<file path="src/monitor_command_pkg.sv">
// Constants and types shared by the command decoder and its check-code helper.
// Assumes the serial front end delivers whole command frames; no framing lives here.
`default_nettype none
package monitor_command_pkg;

	// Fixed command codes, 11 bits each.
	localparam logic [10:0] write_cfg_a_cmd = 11'h001;
	localparam logic [10:0] read_cfg_a_cmd = 11'h002;
	localparam logic [10:0] write_cfg_b_cmd = 11'h024;
	localparam logic [10:0] read_cfg_b_cmd = 11'h026;
	localparam logic [10:0] read_cell_group_a_cmd = 11'h004;
	localparam logic [10:0] read_cell_group_b_cmd = 11'h006;
	localparam logic [10:0] read_cell_group_c_cmd = 11'h008;
	localparam logic [10:0] read_cell_group_d_cmd = 11'h00A;
	localparam logic [10:0] read_cell_group_e_cmd = 11'h009;
	localparam logic [10:0] read_cell_group_f_cmd = 11'h00B;
	localparam logic [10:0] read_aux_group_a_cmd = 11'h00C;
	localparam logic [10:0] read_aux_group_b_cmd = 11'h00E;
	localparam logic [10:0] read_aux_group_c_cmd = 11'h00D;
	localparam logic [10:0] read_aux_group_d_cmd = 11'h00F;
	localparam logic [10:0] read_stat_group_a_cmd = 11'h010;
	localparam logic [10:0] read_stat_group_b_cmd = 11'h012;
	localparam logic [10:0] write_pulsing_cmd = 11'h014;
	localparam logic [10:0] read_pulsing_cmd = 11'h016;
	localparam logic [10:0] clear_pulsing_cmd = 11'h018;
	localparam logic [10:0] start_pulsing_cmd = 11'h019;
	localparam logic [10:0] write_duty_cmd = 11'h020;
	localparam logic [10:0] read_duty_cmd = 11'h022;
	localparam logic [10:0] write_duty_pulsing_b_cmd = 11'h01C;
	localparam logic [10:0] read_duty_pulsing_b_cmd = 11'h01E;
	localparam logic [10:0] mute_discharge_cmd = 11'h028;
	localparam logic [10:0] unmute_discharge_cmd = 11'h029;
	localparam logic [10:0] clear_cells_cmd = 11'h711;
	localparam logic [10:0] clear_aux_cmd = 11'h712;
	localparam logic [10:0] clear_stat_cmd = 11'h713;
	localparam logic [10:0] poll_conversion_cmd = 11'h714;
	localparam logic [10:0] mux_diagnose_cmd = 11'h715;
	localparam logic [10:0] write_master_serial_cmd = 11'h721;
	localparam logic [10:0] read_master_serial_cmd = 11'h722;
	localparam logic [10:0] start_master_serial_cmd = 11'h723;

	// Prefix in bits 10:9 of the pattern commands.
	localparam logic [1:0] cell_prefix = 2'h1;
	localparam logic [1:0] aux_prefix = 2'h2;
	localparam logic [2:0] all_ones_sel = 3'h7;
	localparam logic [2:0] overlap_sel = 3'h1;
	localparam logic [1:0] plain_variant = 2'h3;
	localparam logic [1:0] redundant_variant = 2'h0;
	localparam logic [1:0] self_test_one = 2'h1;
	localparam logic [1:0] self_test_two = 2'h2;

	// Check-code defaults; the width of the code is 15 bits, sent shifted left by one.
	localparam logic [14:0] crc_poly_default = 15'h4599;
	localparam logic [14:0] crc_seed_default = 15'h0010;

	// Reset values of the held outputs.
	localparam logic [1:0] rate_reset = 2'h0;
	localparam logic [2:0] sel_reset = 3'h0;

	typedef enum logic [1:0] {
		op_write = 2'b00,
		op_read = 2'b01,
		op_clear = 2'b10
	} reg_op_t;

	typedef enum logic [3:0] {
		grp_cfg_a = 4'b0000,
		grp_cfg_b = 4'b0001,
		grp_cell_a = 4'b0010,
		grp_cell_b = 4'b0011,
		grp_cell_c = 4'b0100,
		grp_cell_d = 4'b0101,
		grp_cell_e = 4'b0110,
		grp_cell_f = 4'b0111,
		grp_aux_a = 4'b1000,
		grp_aux_b = 4'b1001,
		grp_aux_c = 4'b1010,
		grp_aux_d = 4'b1011,
		grp_stat_a = 4'b1100,
		grp_stat_b = 4'b1101,
		grp_pulsing = 4'b1110,
		grp_duty = 4'b1111
	} reg_group_t;

	// Groups that do not fit the sixteen above travel with reg_group_ext set.
	typedef enum logic [1:0] {
		ext_none = 2'b00,
		ext_duty_pulsing_b = 2'b01,
		ext_master_serial = 2'b10,
		ext_all_of_kind = 2'b11
	} reg_group_ext_t;

	typedef enum logic [3:0] {
		conv_none = 4'b0000,
		conv_cell = 4'b0001,
		conv_cell_open_wire = 4'b0010,
		conv_cell_selftest = 4'b0011,
		conv_overlap = 4'b0100,
		conv_aux = 4'b0101,
		conv_aux_redundant = 4'b0110,
		conv_aux_open_wire = 4'b0111,
		conv_aux_selftest = 4'b1000,
		conv_stat = 4'b1001,
		conv_stat_redundant = 4'b1010,
		conv_stat_selftest = 4'b1011,
		conv_cell_plus_aux = 4'b1100,
		conv_cell_plus_sum = 4'b1101
	} conv_kind_t;

endpackage : monitor_command_pkg
`default_nettype wire

</file>
<file path="src/pec_link_if.sv">
// Carrier between the decoder and its check-code helper.
// Assumes both ends sit in the same clock domain; the path is combinational.
`timescale 1ns/1ps
`default_nettype none
interface crc_link_if;
	logic [15:0] cmd_word;
	logic [15:0] crc_rx;
	logic crc_ok;
	modport checker_end (input cmd_word, input crc_rx, output crc_ok);
	modport user_end (output cmd_word, output crc_rx, input crc_ok);
endinterface : crc_link_if
`default_nettype wire
</file>
<file path="src/monitor_command_decoder.sv">
// Command decoder: turns one checked command frame into register-group and conversion actions.
// Assumes cmd_valid pulses once per complete command and check code, in ref_clk.
`timescale 1ns/1ps
`default_nettype none
// Functional notes
// - high byte upper five bits zero
// - check code covers both command bytes
// - whole chain acts on command together
// - configuration groups A and B access
// - cell groups A to F reads
// - auxiliary groups A to D reads
// - status groups A and B reads
// - pulsing group write, read, clear
// - duty and combined group B access
// - start pulsing, then poll status
// - cell conversion with rate, discharge, group
// - cell open-wire with pull direction
// - cell self-test with pattern, rate
// - overlap measurement of cells seven, thirteen
// - auxiliary conversion, plain or redundant
// - auxiliary open-wire with pull direction
// - auxiliary or status self-test
// - status conversion, plain or redundant
// - combined cell plus auxiliary or sum
// - clear cell, auxiliary, status groups
// - poll only, multiplexer diagnosis
// - master serial group write, read, start
module monitor_command_decoder (
	input wire logic ref_clk,
	input wire logic srst,
	input wire logic cmd_valid,
	input wire logic [7:0] command_byte_high,
	input wire logic [7:0] command_byte_low,
	input wire logic [15:0] packet_check_code,
	output logic reg_access,
	output monitor_command_pkg::reg_op_t reg_op,
	output monitor_command_pkg::reg_group_t reg_group,
	output monitor_command_pkg::reg_group_ext_t reg_group_ext,
	output logic conv_start,
	output monitor_command_pkg::conv_kind_t conv_kind,
	output logic [1:0] adc_rate_sel,
	output logic discharge_allow,
	output logic open_wire_pull_dir,
	output logic [1:0] self_test_pattern_sel,
	output logic [2:0] cell_group_sel,
	output logic [2:0] aux_input_sel,
	output logic [2:0] status_item_sel,
	output logic poll_start,
	output logic mux_diagnose_start,
	output logic pulsing_start,
	output logic master_serial_start,
	output logic discharge_muted,
	output logic crc_error,
	output logic command_rejected
);
	crc_link_if link ();

	crc_check crc_check_inst (
		.link(link.checker_end)
	);

	logic [10:0] command_code;
	logic frame_ok;
	logic framing_ok;

	assign link.cmd_word = {command_byte_high, command_byte_low};
	assign link.crc_rx = packet_check_code;
	assign command_code = {command_byte_high[2:0], command_byte_low};

	assign framing_ok = (command_byte_high[7:3] == 5'h00);

	assign frame_ok = cmd_valid && link.crc_ok;

	// Decoded, not yet registered.
	logic dec_reg;
	monitor_command_pkg::reg_op_t dec_op;
	monitor_command_pkg::reg_group_t dec_group;
	monitor_command_pkg::reg_group_ext_t dec_ext;
	logic dec_conv;
	monitor_command_pkg::conv_kind_t dec_kind;
	logic dec_poll;
	logic dec_diag;
	logic dec_pulse;
	logic dec_serial;
	logic dec_mute;
	logic dec_unmute;
	logic dec_known;

	logic [1:0] prefix;
	logic [1:0] variant;
	logic [2:0] low_sel;

	assign prefix = command_code[10:9];
	assign variant = command_code[6:5];
	assign low_sel = command_code[2:0];

	always_comb begin
		dec_reg = 1'b0;
		dec_op = monitor_command_pkg::op_read;
		dec_group = monitor_command_pkg::grp_cfg_a;
		dec_ext = monitor_command_pkg::ext_none;
		dec_conv = 1'b0;
		dec_kind = monitor_command_pkg::conv_none;
		dec_poll = 1'b0;
		dec_diag = 1'b0;
		dec_pulse = 1'b0;
		dec_serial = 1'b0;
		dec_mute = 1'b0;
		dec_unmute = 1'b0;
		unique case (command_code)
			monitor_command_pkg::write_cfg_a_cmd: begin
				dec_reg = 1'b1;
				dec_op = monitor_command_pkg::op_write;
			end
			monitor_command_pkg::read_cfg_a_cmd: begin
				dec_reg = 1'b1;
			end
			monitor_command_pkg::write_cfg_b_cmd: begin
				dec_reg = 1'b1;
				dec_op = monitor_command_pkg::op_write;
				dec_group = monitor_command_pkg::grp_cfg_b;
			end
			monitor_command_pkg::read_cfg_b_cmd: begin
				dec_reg = 1'b1;
				dec_group = monitor_command_pkg::grp_cfg_b;
			end
			monitor_command_pkg::read_cell_group_a_cmd: begin
				dec_reg = 1'b1;
				dec_group = monitor_command_pkg::grp_cell_a;
			end
			monitor_command_pkg::read_cell_group_b_cmd: begin
				dec_reg = 1'b1;
				dec_group = monitor_command_pkg::grp_cell_b;
			end
			monitor_command_pkg::read_cell_group_c_cmd: begin
				dec_reg = 1'b1;
				dec_group = monitor_command_pkg::grp_cell_c;
			end
			monitor_command_pkg::read_cell_group_d_cmd: begin
				dec_reg = 1'b1;
				dec_group = monitor_command_pkg::grp_cell_d;
			end
			monitor_command_pkg::read_cell_group_e_cmd: begin
				dec_reg = 1'b1;
				dec_group = monitor_command_pkg::grp_cell_e;
			end
			monitor_command_pkg::read_cell_group_f_cmd: begin
				dec_reg = 1'b1;
				dec_group = monitor_command_pkg::grp_cell_f;
			end
			monitor_command_pkg::read_aux_group_a_cmd: begin
				dec_reg = 1'b1;
				dec_group = monitor_command_pkg::grp_aux_a;
			end
			monitor_command_pkg::read_aux_group_b_cmd: begin
				dec_reg = 1'b1;
				dec_group = monitor_command_pkg::grp_aux_b;
			end
			monitor_command_pkg::read_aux_group_c_cmd: begin
				dec_reg = 1'b1;
				dec_group = monitor_command_pkg::grp_aux_c;
			end
			monitor_command_pkg::read_aux_group_d_cmd: begin
				dec_reg = 1'b1;
				dec_group = monitor_command_pkg::grp_aux_d;
			end
			monitor_command_pkg::read_stat_group_a_cmd: begin
				dec_reg = 1'b1;
				dec_group = monitor_command_pkg::grp_stat_a;
			end
			monitor_command_pkg::read_stat_group_b_cmd: begin
				dec_reg = 1'b1;
				dec_group = monitor_command_pkg::grp_stat_b;
			end
			monitor_command_pkg::write_pulsing_cmd: begin
				dec_reg = 1'b1;
				dec_op = monitor_command_pkg::op_write;
				dec_group = monitor_command_pkg::grp_pulsing;
			end
			monitor_command_pkg::read_pulsing_cmd: begin
				dec_reg = 1'b1;
				dec_group = monitor_command_pkg::grp_pulsing;
			end
			monitor_command_pkg::clear_pulsing_cmd: begin
				dec_reg = 1'b1;
				dec_op = monitor_command_pkg::op_clear;
				dec_group = monitor_command_pkg::grp_pulsing;
			end
			monitor_command_pkg::start_pulsing_cmd: begin
				dec_pulse = 1'b1;
				dec_poll = 1'b1;
			end
			monitor_command_pkg::write_duty_cmd: begin
				dec_reg = 1'b1;
				dec_op = monitor_command_pkg::op_write;
				dec_group = monitor_command_pkg::grp_duty;
			end
			monitor_command_pkg::read_duty_cmd: begin
				dec_reg = 1'b1;
				dec_group = monitor_command_pkg::grp_duty;
			end
			monitor_command_pkg::write_duty_pulsing_b_cmd: begin
				dec_reg = 1'b1;
				dec_op = monitor_command_pkg::op_write;
				dec_ext = monitor_command_pkg::ext_duty_pulsing_b;
			end
			monitor_command_pkg::read_duty_pulsing_b_cmd: begin
				dec_reg = 1'b1;
				dec_ext = monitor_command_pkg::ext_duty_pulsing_b;
			end
			monitor_command_pkg::mute_discharge_cmd: begin
				dec_mute = 1'b1;
			end
			monitor_command_pkg::unmute_discharge_cmd: begin
				dec_unmute = 1'b1;
			end
			// clear all groups of a kind
			monitor_command_pkg::clear_cells_cmd: begin
				dec_reg = 1'b1;
				dec_op = monitor_command_pkg::op_clear;
				dec_group = monitor_command_pkg::grp_cell_a;
				dec_ext = monitor_command_pkg::ext_all_of_kind;
			end
			monitor_command_pkg::clear_aux_cmd: begin
				dec_reg = 1'b1;
				dec_op = monitor_command_pkg::op_clear;
				dec_group = monitor_command_pkg::grp_aux_a;
				dec_ext = monitor_command_pkg::ext_all_of_kind;
			end
			monitor_command_pkg::clear_stat_cmd: begin
				dec_reg = 1'b1;
				dec_op = monitor_command_pkg::op_clear;
				dec_group = monitor_command_pkg::grp_stat_a;
				dec_ext = monitor_command_pkg::ext_all_of_kind;
			end
			monitor_command_pkg::poll_conversion_cmd: begin
				dec_poll = 1'b1;
			end
			monitor_command_pkg::mux_diagnose_cmd: begin
				dec_diag = 1'b1;
				dec_poll = 1'b1;
			end
			monitor_command_pkg::write_master_serial_cmd: begin
				dec_reg = 1'b1;
				dec_op = monitor_command_pkg::op_write;
				dec_ext = monitor_command_pkg::ext_master_serial;
			end
			monitor_command_pkg::read_master_serial_cmd: begin
				dec_reg = 1'b1;
				dec_ext = monitor_command_pkg::ext_master_serial;
			end
			monitor_command_pkg::start_master_serial_cmd: begin
				dec_serial = 1'b1;
			end
			default: begin
				// Self-test patterns 01 and 10 win over a conversion whose selector reads all ones.
				if (prefix == monitor_command_pkg::cell_prefix) begin
					if (command_code[4:3] == 2'h0 && low_sel == monitor_command_pkg::all_ones_sel &&
							(variant == monitor_command_pkg::self_test_one ||
							variant == monitor_command_pkg::self_test_two)) begin
						dec_kind = monitor_command_pkg::conv_cell_selftest;
					end else if (command_code[5] && command_code[3]) begin
						dec_kind = monitor_command_pkg::conv_cell_open_wire;
					end else if (variant == monitor_command_pkg::plain_variant && !command_code[3]) begin
						dec_kind = monitor_command_pkg::conv_cell;
					end else if (variant == monitor_command_pkg::redundant_variant && !command_code[3] &&
							low_sel == monitor_command_pkg::overlap_sel) begin
						dec_kind = monitor_command_pkg::conv_overlap;
					end
				end else if (prefix == monitor_command_pkg::aux_prefix) begin
					if (variant == monitor_command_pkg::plain_variant &&
							low_sel == monitor_command_pkg::all_ones_sel) begin
						dec_kind = command_code[3] ? monitor_command_pkg::conv_cell_plus_aux :
							monitor_command_pkg::conv_cell_plus_sum;
					end else if (command_code[4:3] == 2'h0 && low_sel == monitor_command_pkg::all_ones_sel &&
							(variant == monitor_command_pkg::self_test_one ||
							variant == monitor_command_pkg::self_test_two)) begin
						dec_kind = monitor_command_pkg::conv_aux_selftest;
					end else if (command_code[4:3] == 2'h1 && low_sel == monitor_command_pkg::all_ones_sel &&
							(variant == monitor_command_pkg::self_test_one ||
							variant == monitor_command_pkg::self_test_two)) begin
						dec_kind = monitor_command_pkg::conv_stat_selftest;
					end else if (!command_code[5] && command_code[4] && !command_code[3]) begin
						dec_kind = monitor_command_pkg::conv_aux_open_wire;
					end else if (command_code[4:3] == 2'h0 && variant == monitor_command_pkg::plain_variant) begin
						dec_kind = monitor_command_pkg::conv_aux;
					end else if (command_code[4:3] == 2'h0 && variant == monitor_command_pkg::redundant_variant) begin
						dec_kind = monitor_command_pkg::conv_aux_redundant;
					end else if (command_code[4:3] == 2'h1 && variant == monitor_command_pkg::plain_variant) begin
						dec_kind = monitor_command_pkg::conv_stat;
					end else if (command_code[4:3] == 2'h1 && variant == monitor_command_pkg::redundant_variant) begin
						dec_kind = monitor_command_pkg::conv_stat_redundant;
					end
				end
				dec_conv = (dec_kind != monitor_command_pkg::conv_none);
				dec_poll = dec_conv;
			end
		endcase
	end

	assign dec_known = dec_reg || dec_conv || dec_poll || dec_diag || dec_pulse || dec_serial ||
		dec_mute || dec_unmute;

	logic accept;
	assign accept = frame_ok && framing_ok && dec_known;

	logic next_reg_access;
	monitor_command_pkg::reg_op_t next_reg_op;
	monitor_command_pkg::reg_group_t next_reg_group;
	monitor_command_pkg::reg_group_ext_t next_reg_group_ext;
	logic next_conv_start;
	monitor_command_pkg::conv_kind_t next_conv_kind;
	logic [1:0] next_adc_rate_sel;
	logic next_discharge_allow;
	logic next_open_wire_pull_dir;
	logic [1:0] next_self_test_pattern_sel;
	logic [2:0] next_cell_group_sel;
	logic [2:0] next_aux_input_sel;
	logic [2:0] next_status_item_sel;
	logic next_discharge_muted;

	always_comb begin
		next_reg_access = accept && dec_reg;
		next_reg_op = reg_op;
		next_reg_group = reg_group;
		next_reg_group_ext = reg_group_ext;
		next_conv_start = accept && dec_conv;
		next_conv_kind = conv_kind;
		next_adc_rate_sel = adc_rate_sel;
		next_discharge_allow = discharge_allow;
		next_open_wire_pull_dir = open_wire_pull_dir;
		next_self_test_pattern_sel = self_test_pattern_sel;
		next_cell_group_sel = cell_group_sel;
		next_aux_input_sel = aux_input_sel;
		next_status_item_sel = status_item_sel;
		next_discharge_muted = discharge_muted;
		if (accept && dec_reg) begin
			next_reg_op = dec_op;
			next_reg_group = dec_group;
			next_reg_group_ext = dec_ext;
		end
		if (accept && dec_conv) begin
			// Option fields are held until the next conversion so the converter may sample late.
			next_conv_kind = dec_kind;
			next_adc_rate_sel = command_code[8:7];
			next_discharge_allow = command_code[4];
			next_open_wire_pull_dir = command_code[6];
			next_self_test_pattern_sel = command_code[6:5];
			if (dec_kind inside {monitor_command_pkg::conv_cell, monitor_command_pkg::conv_cell_open_wire}) begin
				next_cell_group_sel = low_sel;
			end
			if (dec_kind inside {monitor_command_pkg::conv_aux, monitor_command_pkg::conv_aux_redundant,
					monitor_command_pkg::conv_aux_open_wire}) begin
				next_aux_input_sel = low_sel;
			end
			if (dec_kind inside {monitor_command_pkg::conv_stat, monitor_command_pkg::conv_stat_redundant}) begin
				next_status_item_sel = low_sel;
			end
		end
		if (accept && dec_mute) begin
			next_discharge_muted = 1'b1;
		end else if (accept && dec_unmute) begin
			next_discharge_muted = 1'b0;
		end
	end

	always_ff @(posedge ref_clk) begin
		if (srst) begin
			reg_access <= 1'b0;
			reg_op <= monitor_command_pkg::op_read;
			reg_group <= monitor_command_pkg::grp_cfg_a;
			reg_group_ext <= monitor_command_pkg::ext_none;
			conv_start <= 1'b0;
			conv_kind <= monitor_command_pkg::conv_none;
			adc_rate_sel <= monitor_command_pkg::rate_reset;
			discharge_allow <= 1'b0;
			open_wire_pull_dir <= 1'b0;
			self_test_pattern_sel <= monitor_command_pkg::rate_reset;
			cell_group_sel <= monitor_command_pkg::sel_reset;
			aux_input_sel <= monitor_command_pkg::sel_reset;
			status_item_sel <= monitor_command_pkg::sel_reset;
			poll_start <= 1'b0;
			mux_diagnose_start <= 1'b0;
			pulsing_start <= 1'b0;
			master_serial_start <= 1'b0;
			discharge_muted <= 1'b0;
			crc_error <= 1'b0;
			command_rejected <= 1'b0;
		end else begin
			reg_access <= next_reg_access;
			reg_op <= next_reg_op;
			reg_group <= next_reg_group;
			reg_group_ext <= next_reg_group_ext;
			conv_start <= next_conv_start;
			conv_kind <= next_conv_kind;
			adc_rate_sel <= next_adc_rate_sel;
			discharge_allow <= next_discharge_allow;
			open_wire_pull_dir <= next_open_wire_pull_dir;
			self_test_pattern_sel <= next_self_test_pattern_sel;
			cell_group_sel <= next_cell_group_sel;
			aux_input_sel <= next_aux_input_sel;
			status_item_sel <= next_status_item_sel;
			poll_start <= accept && dec_poll;
			mux_diagnose_start <= accept && dec_diag;
			pulsing_start <= accept && dec_pulse;
			master_serial_start <= accept && dec_serial;
			discharge_muted <= next_discharge_muted;
			crc_error <= cmd_valid && !link.crc_ok;
			command_rejected <= frame_ok && !(framing_ok && dec_known);
		end
	end
endmodule : monitor_command_decoder
`default_nettype wire

</file>
<file path="src/pec_check.sv">
// Check-code helper: recomputes the 15-bit code over a 16-bit command word.
// Assumes the received code arrives left-aligned with its low bit zero.
`timescale 1ns/1ps
`default_nettype none
module crc_check #(
	parameter logic [14:0] poly = monitor_command_pkg::crc_poly_default,
	parameter logic [14:0] seed = monitor_command_pkg::crc_seed_default
) (
	crc_link_if.checker_end link
);
	logic [14:0] crc;

	always_comb begin
		crc = seed;
		for (int i = 15; i >= 0; i--) begin
			if (link.cmd_word[i] ^ crc[14]) begin
				crc = {crc[13:0], 1'b0} ^ poly;
			end else begin
				crc = {crc[13:0], 1'b0};
			end
		end
	end

	// The unused low bit is also required to be zero, so a shifted code is caught.
	assign link.crc_ok = (link.crc_rx == {crc, 1'b0});
endmodule : crc_check
`default_nettype wire

</file>
<file path="config.mk">
export PLATFORM = sky130hd
export DESIGN_NAME = monitor_command_decoder
export DESIGN_NICKNAME = d
export VERILOG_FILES = /design/src/monitor_command_pkg.sv /design/src/pec_link_if.sv /design/src/monitor_command_decoder.sv /design/src/pec_check.sv
export SDC_FILE = /design/constraint.sdc
export NUM_CORES = 1
export LEC_CHECK = 0
export ABC_AREA = 0
export BUFFER_PORTS_ARGS = -buffer_cell sky130_fd_sc_hd__clkbuf_2
export CAP_MARGIN = 20
export CORE_ASPECT_RATIO = 1.25
export CORE_MARGIN = 5
export CORE_UTILIZATION = 50
export DETAILED_ROUTE_END_ITERATION = 6
export PLACE_DENSITY = 0.81
export SLEW_MARGIN = 20
export SYNTH_ARGS = -nofsm -noshare
export SYNTH_HDL_FRONTEND = slang
export SYNTH_SLANG_ARGS = --single-unit
</file>
<file path="constraint.sdc">
create_clock -name ref_clk -period 4.1 [get_ports ref_clk]
set_input_delay 1.025 -clock ref_clk [delete_from_list [all_inputs] [get_ports ref_clk]]
set_output_delay 1.025 -clock ref_clk [all_outputs]
set_load 0.05 [all_outputs]
</file>
Word-level counts from Yosys, hierarchy flattened --
Index checks and enable logic that the tools add are counted.
Word-level totals: input port bits 35, flip-flop bits (word level) 36, output and inout port bits 36
Cells by class: muxes and demuxes 46, reductions and logical operators 67, bitwise operators 30, eq/ne operators 50
Operators by type and width (count):
- $mux 15 | 16
- $not 7->7 | 15
- $eq 11x11->1 const B | 8
- $eq 11x4->1 const B | 8
- $eq 11x5->1 const B | 8
- $eq 11x6->1 const B | 6
- $pmux 4 s15 | 1
- $mux 4 | 12
- $reduce_or 34->1 | 1
- $reduce_or 31->1 | 1
- $logic_and 1x1->1 | 29
- $reduce_or 28->1 | 1
- $eq 11x3->1 const B | 2
- $eq 16x16->1 | 1
- $xor 1x1->1 | 15
- $reduce_or 2->1 | 7
- $eq 4x3->1 const B | 3
- $mux 3 | 4
- $eq 11x1->1 const B | 1
- $eq 11x2->1 const B | 1
- $mux 1 | 10
- $reduce_or 3->1 | 3
- $eq 4x4->1 const B | 2
- $logic_or 1x1->1 | 8
- other kinds (18) | 30

Depth between registers and ports, before layout --
depth in word-level cells 38, depth in mapped cells 12, depth with buffers taken out 11

By module --
A second synthesis with hierarchy kept.
Second synthesis, totals: cell total of the unflattened synthesis 399, area, all modules 3320.7 um^2
By module, submodules not included:
- monitor_command_decoder | area each 2220.9 um^2, times used 1, sequential area each 700.7 um^2, cells an instance 282
- crc_check | area each 1099.8 um^2, times used 1, sequential area each 0.0 um^2, cells an instance 117

Worst setup path after synthesis --
No wires, ideal clock.
kind input port to flip-flop, start in command_byte_high[7], end reg discharge_muted, data arrival time 4.165 ns, stages on the path 11, setup slack -0.196 ns, cell sequence buf_4 xor2_2 xnor3_2 xnor3_2 xnor3_1 a2111o_1 a211oi_2 nand4_2 buf_2 o311ai_2 o31ai_1
On the way: word-level cells in the longest chain between the ends 37, elaborated cells on any way between the ends 55, those cells by class eq/ne: 1; mux: 17; bitwise: 30; reduce/logical: 7
RTL lines:
- start, declared | RTL line monitor_command_decoder.sv:32 | input wire logic [7:0] command_byte_high,
- $mux 15 | RTL line pec_check.sv:16 | if (link.cmd_word[i] ^ crc[14]) begin
- $xor 1x1->1 | RTL line pec_check.sv:16
- $mux 15 | RTL line pec_check.sv:16
- $xor 1x1->1 | RTL line pec_check.sv:16
- $mux 15 | RTL line pec_check.sv:16
- $xor 1x1->1 | RTL line pec_check.sv:16
- $mux 15 | RTL line pec_check.sv:16
- $xor 1x1->1 | RTL line pec_check.sv:16
- [... 20 more ...]
- $mux 15 | RTL line pec_check.sv:16
- $xor 1x1->1 or $not 7->7 (tied branches)
- $mux 15 | RTL line pec_check.sv:16
- $eq 16x16->1 | RTL line pec_check.sv:25 | assign link.crc_ok = (link.crc_rx == {crc, 1'b0});
- $logic_and 1x1->1 | RTL line monitor_command_decoder.sv:72 | assign frame_ok = cmd_valid && link.crc_ok;
- $logic_and 1x1->1 * (2 in a row) | RTL line monitor_command_decoder.sv:305 | assign accept = frame_ok && framing_ok && dec_known;
- $logic_and 1x1->1 (on tied branches) | RTL line monitor_command_decoder.sv:360, monitor_command_decoder.sv:362
- $mux 1 or $reduce_bool 2->1 (tied branches)
- end signal, assigned | RTL line monitor_command_decoder.sv:407 | discharge_muted <= next_discharge_muted;
- end, declared | RTL line monitor_command_decoder.sv:52 | output logic discharge_muted,
Every way passes the cells marked *; elsewhere a longest branch is shown, timed or not. A chain may end at the register's enable or synchronous reset.

Final worst setup path --
start in command_byte_high[2], end reg pulsing_start
On the way: word-level cells in the longest chain between the ends 27, elaborated cells on any way between the ends 96, those cells by class eq/ne: 37; mux: 22; bitwise: 21; reduce/logical: 16
RTL lines:
- $xor 1x1->1 | RTL line pec_check.sv:16
- $mux 15 | RTL line pec_check.sv:16
- $xor 1x1->1 | RTL line pec_check.sv:16
- $mux 15 | RTL line pec_check.sv:16
- $xor 1x1->1 | RTL line pec_check.sv:16
- $mux 15 | RTL line pec_check.sv:16
- $xor 1x1->1 | RTL line pec_check.sv:16
- $mux 15 | RTL line pec_check.sv:16
- [... 10 more ...]
- $xor 1x1->1 | RTL line pec_check.sv:16
- $mux 15 | RTL line pec_check.sv:16
- $xor 1x1->1 or $not 7->7 (tied branches)
- $mux 15 | RTL line pec_check.sv:16
- $eq 16x16->1 | RTL line pec_check.sv:25
- $logic_and 1x1->1 | RTL line monitor_command_decoder.sv:72
- $logic_and 1x1->1 (2 in a row) | RTL line monitor_command_decoder.sv:305
- $logic_and 1x1->1 * | RTL line monitor_command_decoder.sv:405 | pulsing_start <= accept && dec_pulse;
- end signal, assigned | RTL line monitor_command_decoder.sv:405
- end, declared | RTL line monitor_command_decoder.sv:50 | output logic pulsing_start,
Every way passes the cells marked *; elsewhere a longest branch is shown, timed or not. The select of a mux whose other input is x is not followed.

==> flow_summary.toml <==
[die]
rows = 33
chipHeight_um = 101
core_region_area_um2 = 6480
die_x_um = 82.5
die-area_um2 = 8290
start_util = 0.506
io-pin-count = 71

[synth]
ys_seq_elements = 35
synth-compound-area-share = 0.174
yosysSeqAreaShare = 0.213
synthXorXnorAreaFrac = 0.302
synth_top_family_by_area = "XOR/XNOR gates"
synth_edf_count = 0
yosys_warnings = 0
ys.flop_type = "dfxtp_1"
syn_inst = 376
synth_nets = 413
synth_fa_ha_area_frac = 0.00762
synthSimpleGateAreaFrac = 0.209
synth_area_per_cell_um2 = 8.73
synth.distinct_cells = 63
syn_area_um2 = 3280
async_flop_share = 0
muxShareOfSynthArea = 0.0457

[detailed_routing]
dr.pass1.iters = 5
vias_per_cell = 5.66
totalWireLength_um = 8630
ant_nets = 0
drc = 0
drt_iter0_drc = 188
wl_per_cell_um = 15.6
num_vias = 3129

[clock_tree]
clk_path_buf_depth = 2
numCtsBuffers = 5
cts_tree = "yes"
clock-sinks = 35
htree_num_levels = 2
clkTransAtPathRegs_ns = 0.07
cts_root_buf = "clkbuf_8"
clkLatencyLatePin_ns = 0.28

[setup_path]
crit_path_start_kind = "input port"
arrival_ns = 4.05
cp-end-kind = "flop"
crit_type = "in -> reg"
worst_r2r_path_depth = 2
critPathRequiredTime_ns = 4.26
critPathMaxFanout = 4

[layout]
fillers = 561
antenna_cells = 0
synthToLayoutAreaGrowth_pct = 24.0
final_cell_area_um2 = 4070
drive_above_1_share = 0.315
layout.nets = 502

[sta]
hold_viol_final = 0
finalSetupViolCount = 0
tightest_slew_ns = 0.615
timing.hold.ws_ns = 0.476
final.setup.worst_slack_ns = 0.201
drv_slew = 0
finalCritPeriodShare = 0.951
layout_min_cycle_time_ns = 3.90
slew_headroom = 0.590
rsz0062_at_grt = "no"
fmax_ghz = 0.256
finClkSkew_ns = 0

[placed_design]
port_buffers = 70
dp_hpwl_um = 6850
gp_congestion = 0.963
place_ws_ns = -0.0887
post_dp_cell_area_um2 = 3950

[worst_hold_path]
min_path_type = "reg -> reg"
min_path_cells = 2

[global_routing]
grt_pass1_wl_um = 14300
gr-total-overflow = 0
track_usage = 0.221
grt_pass1_vias = 3074
antenna_found_initial = 0
grt_max_degree = 33

[power]
powerDensity_nw_per_um2 = 374
power.leakage_uw = 0.00185
p_total_uw = 1520
ir_drop_v = 0.000303

[outcome]
status = "complete, no violations"

[run]
maxCapViolCount = 0
## layout make-up
cell class / instances / area (µm²) / share of cell area
Multi-Input combinational cell: 305 / 2450 / 0.603
Sequential cell: 35 / 701 / 0.172
Timing Repair Buffer: 109 / 656 / 0.161
Tap cell: 87 / 109 / 0.0268
Clock buffer: 6 / 82.6 / 0.0203
Clock inverter: 2 / 35.0 / 0.00861
Inverter: 9 / 33.8 / 0.00830
## cell usage in the layout (no fill, tap or decap), types with 2 or more instances in the layout
cell type  count
a211o_1        3
a21oi_1       27
and2_1         4
and3_1         2
buf_4         38
clkbuf_2      70
clkbuf_8       6
dfxtp_1       35
ha_1           2
inv_1          8
mux2_2         8
mux2i_1        6
nand2_1       18
nand2b_1       6
nand3_1       19
nand3b_1       3
nand4_1        6
nor2_1        24
nor2b_1        8
nor3_1        13
nor4_1         5
o21a_1         7
o21ai_0       20
o21ai_1        6
o221ai_1       2
o22ai_1        3
o31ai_1        4
or2_2          5
or3_1          6
or3b_2         2
xnor2_1       28
xnor3_1       16
xnor3_2        3
xor2_1        16
xor2_2         3
xor3_1         4
## path summary, 6_finish.rpt
path / startpoint / end / slack [ns]
setup / recovery: command_byte_high[2] / pulsing_start / 0.20
hold / removal: reg_group[1] / reg_group[1] / 0.48
setup reg to reg: reg_op[1] / reg_op[1] / 3.28
hold reg to reg: reg_group[1] / reg_group[1] / 0.48
## cell families (layout without fill, tap and decap cells)
group                    after synthesis  after routing
AO/OA/AOI/OAI                         89             89
XOR/XNOR                              72             72
adder cells (fa/ha/maj)                2              2
buffers and inverters                 36            126
flip-flops                            35             35
multiplexers                          14             14
AND/OR/NAND/NOR                      128            128
## state kept, by name (all words and copies together), names as in the netlist, 2 cells and up
signal,cells
adc_rate_sel,2
reg_group_ext,2
reg_op,2
cell_group_sel,3
conv_kind,4
aux_input_sel,3
status_item_sel,3
reg_group,4
## Yosys cell counts, types with 4 or more instances
| cell | n | area [µm²] |
|---|---|---|
| a21oi_1 | 27 | 135 |
| and2_1 | 4 | 25.0 |
| clkbuf_1 | 18 | 67.6 |
| dfxtp_1 | 35 | 701 |
| inv_1 | 8 | 30.0 |
| mux2_2 | 8 | 90.1 |
| mux2i_1 | 6 | 60.1 |
| nand2_1 | 18 | 67.6 |
| nand2b_1 | 6 | 37.5 |
| nand3_1 | 19 | 95.1 |
| nand4_1 | 6 | 37.5 |
| nor2_1 | 24 | 90.1 |
| nor2b_1 | 8 | 50.1 |
| nor3_1 | 13 | 65.1 |
| nor4_1 | 6 | 37.5 |
| o21a_1 | 7 | 52.6 |
| o21ai_0 | 20 | 100 |
| o21ai_1 | 6 | 30.0 |
| o31ai_1 | 4 | 30.0 |
| or2_2 | 5 | 31.3 |
| or3_1 | 6 | 37.5 |
| xnor2_1 | 29 | 254 |
| xnor3_1 | 16 | 360 |
| xor2_1 | 17 | 149 |
| xor3_1 | 4 | 95.1 |
## metal layers
| metal | up-vias | track usage | share of wire |
|---|---|---|---|
| li1 | 1530 | - | - |
| met1 | 1460 | 0.278 | 0.42 |
| met2 | 128 | 0.381 | 0.51 |
| met3 | 11 | 0.0322 | 0.058 |
| met4 | 0 | 0.0703 | 0.012 |
| met5 | - | 0 | 0 |
## worst max-delay path: stages
cell,delay (ns)
clkbuf_2,0.10
xor2_1,0.26
xnor3_1,0.51
xnor3_1,0.52
xor2_1,0.18
mux2_2,0.35
nor4_2,0.26
and2_1,0.26
nand4_1,0.22
nor4_1,0.36
## report_power, final
group / switching [µW] / internal (µW) / total (µW)
logic: 403 / 461 / 865
registers: 0.162 / 340 / 341
clock network: 119 / 197 / 315
total: 522 / 998 / 1520
## what timing repair did
action | 4_1_cts | 5_1_grt
gates resized for setup | 0 | 1
hold buffers | 0 | 0
setup buffers | 0 | 0
setup endpoints to repair | 0 | 3
## per-stage QoR
stage / setup TNS [ns] / std cells / utilization
floorplan: 0 / 376 / -
global placement: -0.00312 / 545 / 0.609
detailed placement: -1.33 / 545 / 0.609
CTS: 0 / 553 / 0.627
global route: 0 / 553 / 0.628
finish: 0 / 553 / 0.628
(Power assumes the default switching activity.)
